`config.mk`:
```
export PLATFORM = sky130hd
export DESIGN_NAME = sysmsr_block
export DESIGN_NICKNAME = d
export VERILOG_FILES = /design/src/logic/sysmsr_pkg.sv /design/src/logic/sysmsr_block.sv
export SDC_FILE = /design/constraint.sdc
export NUM_CORES = 1
export LEC_CHECK = 0
export BUFFER_PORTS_ARGS = -buffer_cell sky130_fd_sc_hd__buf_2
export CAP_MARGIN = 20
export CORE_AREA = 2 2 126 128
export DETAILED_ROUTE_END_ITERATION = 8
export DIE_AREA = 0 0 128 130
export MAX_ROUTING_LAYER = met4
export PLACE_DENSITY_LB_ADDON = 0.12
export RECOVER_POWER = 100
export SLEW_MARGIN = 20
export SYNTH_ARGS = -nofsm -noshare
export SYNTH_HDL_FRONTEND = slang
export SYNTH_SLANG_ARGS = --single-unit
```
`constraint.sdc`:
```
create_clock -name clk_sys_i -period 2.5 [get_ports clk_sys_i]
set_input_delay 0.25 -clock clk_sys_i [delete_from_list [all_inputs] [get_ports clk_sys_i]]
set_output_delay 0.25 -clock clk_sys_i [all_outputs]
set_load 0.03 [all_outputs]
```
`src/logic/sysmsr_pkg.sv`:
```
// package: model-register address, field positions and encodings for the system configuration block
package sysmsr_pkg;

    // ********************************************************************
    // register address and layout
    // ********************************************************************
    localparam logic [31:0] SYSTEM_CONFIGURATION_ADDR = 32'hc001_0010;
    localparam int          FIX_DRAM_EN_BIT           = 18;
    localparam int          FIX_MOD_EN_BIT            = 19;
    localparam int          VAR_RANGE_EN_BIT          = 20;
    localparam int          SECOND_TOP_EN_BIT         = 21;
    localparam int          FORCE_WB_BIT              = 22;
    // defined bits 22:18 are writable; all others reserved
    localparam logic [63:0] SYS_CONFIG_WRITE_MASK     = 64'h0000_0000_007c_0000;
    localparam logic [63:0] SYS_CONFIG_RESET          = 64'h0000_0000_0000_0000;

    // ********************************************************************
    // memory types and fixed-range attribute positions
    // ********************************************************************
    localparam logic [2:0]  MEM_TYPE_WB               = 3'h6;
    localparam int          ATTR_WRITE_TO_DRAM_BIT    = 3;
    localparam int          ATTR_READ_TO_DRAM_BIT     = 4;
    // 4GB boundary on a 52-bit physical address
    localparam logic [51:0] FOUR_GB                   = 52'h0_0001_0000_0000;

endpackage : sysmsr_pkg

```
`src/logic/sysmsr_block.sv`:
```
// design: system configuration model register and the memory-typing gates it controls
// Functional notes
// - fixed-range dram attributes honoured only when enabled
// - modify enable off: attribute writes dropped, reads zero
// - variable enable activates low top and io ranges
// - second-top enable activates upper top-of-memory
// - force write-back default between 4GB and top
// - forced default needs default enable; overridable
// - privileged model-register access only; defined bits rw
`timescale 1ns/1ps
`default_nettype none

module sysmsr_block (
    // clock and reset
    input  wire logic        clk_sys_i,
    input  wire logic        rstn_i,
    // model-register access port
    input  wire logic        msr_wr_i,
    input  wire logic        msr_rd_i,
    input  wire logic        msr_priv_i,
    input  wire logic [31:0] msr_addr_i,
    input  wire logic [63:0] msr_wdata_i,
    output logic      [63:0] msr_rdata_o,
    output logic             msr_hit_o,
    output logic             msr_fault_o,
    // fixed-range attribute path (one 8-bit type field)
    input  wire logic [7:0]  fix_attr_stored_i,
    input  wire logic [7:0]  fix_attr_wdata_i,
    output logic      [7:0]  fix_attr_wdata_o,
    output logic      [7:0]  fix_attr_rdata_o,
    output logic             fix_read_to_dram_o,
    output logic             fix_write_to_dram_o,
    // memory-type resolution
    input  wire logic [51:0] phys_addr_i,
    input  wire logic [51:0] top_of_memory_high_i,
    input  wire logic        default_type_enable_i,
    input  wire logic [2:0]  default_mem_type_i,
    input  wire logic        range_override_i,
    input  wire logic [2:0]  range_mem_type_i,
    output logic      [2:0]  mem_type_o,
    // register activation
    output logic             top_of_memory_low_active_o,
    output logic             io_range_register_active_o,
    output logic             top_of_memory_high_active_o
);

    // ********************************************************************
    // state
    // ********************************************************************
    typedef struct packed {
        logic [63:0] system_configuration;
        logic [63:0] rdata;
        logic        hit;
        logic        fault;
    } sysmsr_state_t;

    sysmsr_state_t st_r;
    sysmsr_state_t st_nxt;

    logic sel;
    logic in_upper;

    assign sel = (msr_addr_i == sysmsr_pkg::SYSTEM_CONFIGURATION_ADDR);

    // ********************************************************************
    // register access
    // ********************************************************************
    always_comb begin
        st_nxt       = st_r;
        st_nxt.hit   = 1'b0;
        st_nxt.fault = 1'b0;
        if ((msr_wr_i || msr_rd_i) && sel) begin
            st_nxt.hit = 1'b1;
            // unprivileged access is refused and leaves state alone
            if (!msr_priv_i) begin
                st_nxt.fault = 1'b1;
            end else if (msr_wr_i) begin
                st_nxt.system_configuration = msr_wdata_i & sysmsr_pkg::SYS_CONFIG_WRITE_MASK;
            end else begin
                st_nxt.rdata = st_r.system_configuration;
            end
        end
    end

    always_ff @(posedge clk_sys_i) begin
        if (!rstn_i) begin
            st_r <= '{system_configuration: sysmsr_pkg::SYS_CONFIG_RESET,
                      rdata: 64'h0, hit: 1'b0, fault: 1'b0};
        end else begin
            st_r <= st_nxt;
        end
    end

    assign msr_rdata_o = st_r.rdata;
    assign msr_hit_o   = st_r.hit;
    assign msr_fault_o = st_r.fault;

    // ********************************************************************
    // fixed-range attribute gating
    // ********************************************************************
    localparam logic [7:0] ATTR_MASK = 8'h18;
    logic fix_en;
    logic mod_en;
    assign fix_en = st_r.system_configuration[sysmsr_pkg::FIX_DRAM_EN_BIT];
    assign mod_en = st_r.system_configuration[sysmsr_pkg::FIX_MOD_EN_BIT];

    always_comb begin
        if (mod_en) begin
            fix_attr_wdata_o = fix_attr_wdata_i;
            fix_attr_rdata_o = fix_attr_stored_i;
        end else begin
            // keep stored dram bits, take new type bits
            fix_attr_wdata_o = (fix_attr_wdata_i & ~ATTR_MASK)
                             | (fix_attr_stored_i & ATTR_MASK);
            fix_attr_rdata_o = fix_attr_stored_i & ~ATTR_MASK;
        end
    end

    assign fix_read_to_dram_o  = fix_en
                               && fix_attr_stored_i[sysmsr_pkg::ATTR_READ_TO_DRAM_BIT];
    assign fix_write_to_dram_o = fix_en
                               && fix_attr_stored_i[sysmsr_pkg::ATTR_WRITE_TO_DRAM_BIT];

    // ********************************************************************
    // activation and default type
    // ********************************************************************
    assign top_of_memory_low_active_o  = st_r.system_configuration[sysmsr_pkg::VAR_RANGE_EN_BIT];
    assign io_range_register_active_o  = st_r.system_configuration[sysmsr_pkg::VAR_RANGE_EN_BIT];
    assign top_of_memory_high_active_o = st_r.system_configuration[sysmsr_pkg::SECOND_TOP_EN_BIT];

    assign in_upper = (phys_addr_i >= sysmsr_pkg::FOUR_GB) && (phys_addr_i < top_of_memory_high_i);

    // range registers win over any default; the page table is applied downstream
    always_comb begin
        if (range_override_i) begin
            mem_type_o = range_mem_type_i;
        end else if (default_type_enable_i && in_upper
                     && st_r.system_configuration[sysmsr_pkg::FORCE_WB_BIT]) begin
            mem_type_o = sysmsr_pkg::MEM_TYPE_WB;
        end else begin
            mem_type_o = default_mem_type_i;
        end
    end

endmodule : sysmsr_block
`default_nettype wire

```
==> flow_summary.json <==
{
  "outcome": "completed",
  "ys_seq_area_share_pct": 9.37,
  "end_kind": "output port",
  "min_period_ns": 2.32,
  "grt_use_met3_pct": 2.05,
  "maxCapViolations": 0,
  "syn_avg_cell_area_um2": 7.52,
  "wire_per_inst_um": 11.1,
  "clk_path_buf_depth": 2,
  "critPathLaunchType": "input pin",
  "numCtsBuffers": 3,
  "antenna_found_initial": 0,
  "finalCritPeriodShare_pct": 92.7,
  "worstPathArrival_ns": 2.07,
  "h-tree-depth": 1,
  "grt_pass1_vias": 2564,
  "r2r_start": "mod_en",
  "routed-via-count": 2621,
  "fin_area_mm2": 0.00347,
  "hold_class": "in -> reg",
  "grt_max_degree": 13,
  "die-area_mm2": 0.0166,
  "dr.pass1.iters": 4,
  "timing.fmax_mhz": 431,
  "core-area_mm2": 0.0154,
  "gp_congestion": 0.781,
  "grt_use_met1_pct": 11.0,
  "drive_gt1_share_pct": 35.6,
  "placed_cell_area_mm2": 0.00336,
  "die-height_um": 130,
  "cts_tree": "built",
  "synth_edf_count": 0,
  "syn2layout_area_growth_pct": 35.5,
  "core.rowCount": 46,
  "wl_um": 7750,
  "crit_start": "top_of_memory_high_i[18]",
  "initial_core_util_pct": 16.6,
  "finalPower_mw": 0.951,
  "ys_types": 38,
  "drc": 0,
  "post-dp-hpwl_um": 7280,
  "port_buffers": 176,
  "syn_inst": 341,
  "io_pins": 319,
  "setup_ws_ns": 0.182,
  "clk_pin_slew_worst_paths_ns": 0.04,
  "drtIter0Drc": 45,
  "pre_cts_slack_ns": -0.0211,
  "die_w_um": 128,
  "grt-ovfl-total": 0,
  "ys_seq_elements": 12,
  "required_ns": 2.25,
  "min-delay-start": "msr_wdata_i[21]",
  "skew_ns": 0.00175,
  "slew_viol_final": 0,
  "diodes": 0,
  "power_leakage_nw": 2.00,
  "grt_pass1_wl_um": 11700,
  "met2_usage_pct": 14.4,
  "final_cells": 698,
  "yosysWarnings": 0,
  "dp_cells": 694,
  "cts_root_buf": "clkbuf_16",
  "synth_async_sr_flop_share_pct": 0,
  "p_per_area_mw_per_mm2": 274,
  "hold_viol": 0,
  "crit_path_max_fanout": 3,
  "clock-sinks": 12,
  "nets": 788,
  "ys.flop_type": "dfxtp_1",
  "critPathKind": "in -> out",
  "insertion_delay_ns": 0.24,
  "grt_usage_pct": 8.74,
  "rsz0062_at_grt": "yes",
  "via_per_inst": 3.76,
  "setup_violations": 0,
  "ir_worst_vdd_mv": 0.156,
  "antenna_left": 0,
  "synth_area_mm2": 0.00256,
  "grt.busiest_layer": "met2",
  "fin_setup_tns_ns": 0
}
[kinds of logic (layout without fill, tap and decap cells)]
family	Yosys count	count (layout)	share of synthesized area, %
compound gates	46	46	11.2
fa+ha+maj	51	51	24.9
buf+inv	132	239	30.7
flops	12	12	9.37
mux	12	12	4.78
other cells	1	59	0.146
simple gates	87	87	18.9
[final timing paths]
path                                                     to  slack [ns]  cells past startpoint
worst min register to register              msr_rdata_o[18]        0.52                      2
worst max-delay path                          mem_type_o[1]        0.18                     11
worst max register to register              msr_rdata_o[19]        1.81                      2
worst min-delay path            top_of_memory_high_active_o        0.27                      3
[critical path: stages]
cell,delay [ns]
buf_2,0.07
inv_1,0.03
ha_1,0.30
nand4_1,0.16
nor4_2,0.29
buf_4,0.15
o211ai_1,0.10
o211ai_1,0.26
o311a_1,0.23
nor3_2,0.06
buf_4,0.17
[power breakdown]
part | switching (mW) | internal (mW)
registers | 0.00000000000653 | 0.192
clock network | 0.0759 | 0.208
logic | 0.289 | 0.187
total | 0.365 | 0.587
[state kept, by name, summed over array words and instances, names as in the netlist]
register                     count
fix_en                           1
io_range_register_active_o       1
mod_en                           1
msr_fault_o                      1
msr_hit_o                        1
msr_rdata_o                      5
st_r                             1
top_of_memory_high_active_o      1
[layout make-up]
class / count / area [µm²]
clock buffers: 3 / 75.1
fillers: 1766 / 12000
inverters: 53 / 199
multi-input cells: 255 / 1800
flip-flops and latches: 12 / 240
well taps: 192 / 240
repair buffers: 183 / 918
[Yosys cell counts, types with 5 or more instances]
library cell / count / area, µm²
mux2i_1: 10 / 100
and2_1: 5 / 31.3
o21ai_0: 7 / 35.0
nor2_1: 7 / 26.3
nor4_1: 13 / 81.3
ha_1: 51 / 638
nand4_1: 9 / 56.3
nand3_1: 6 / 30.0
dfxtp_1: 12 / 240
nand2_1: 18 / 67.6
nor3_1: 7 / 35.0
buf_4: 78 / 586
a21oi_1: 21 / 105
nor2b_1: 13 / 81.3
inv_1: 53 / 199
[metal layers]
layer  vias to the layer above  part of all wire (%)
li1                       1366                     -
met1                      1112                    44
met2                       133                    45
met3                        10                   9.4
met4                         0                  0.98
met5                         -                     0
[through the flow]
step                hold WS [ns]  util (%)
global placement           0.498      21.8
floorplan                  0.378         -
finish                     0.270      22.5
global route               0.293      22.5
CTS                        0.270      22.3
detailed placement         0.500      21.8
[layout by cell type, fill, tap and decap left out, types with 2 or more instances in the layout]
cell / count
mux2_2: 2
o311a_1: 2
nor4b_1: 2
clkbuf_1: 16
ha_1: 51
nor3_1: 5
buf_2: 158
and3_1: 2
dfxtp_1: 12
nor3_2: 2
nor4_2: 2
nor2_1: 7
buf_4: 9
conb_1: 59
nor2b_1: 13
o21ai_0: 8
mux2i_1: 10
a221oi_2: 2
and2_1: 4
clkbuf_16: 3
nand2_1: 18
o211ai_1: 2
a21o_1: 3
nand3_1: 6
nor4_1: 11
inv_1: 53
nand4_1: 9
a21oi_1: 20
[timing repair]
| action | 4_1_cts | 5_1_grt |
|---|---|---|
| hold buffers | 0 | 0 |
| setup buffers | 0 | 1 |
| endpoints found under the setup margin | 1 | 3 |
| pin swaps | 0 | 4 |
| resized for setup | 3 | 10 |
Power figures use the tool's default switching activity.
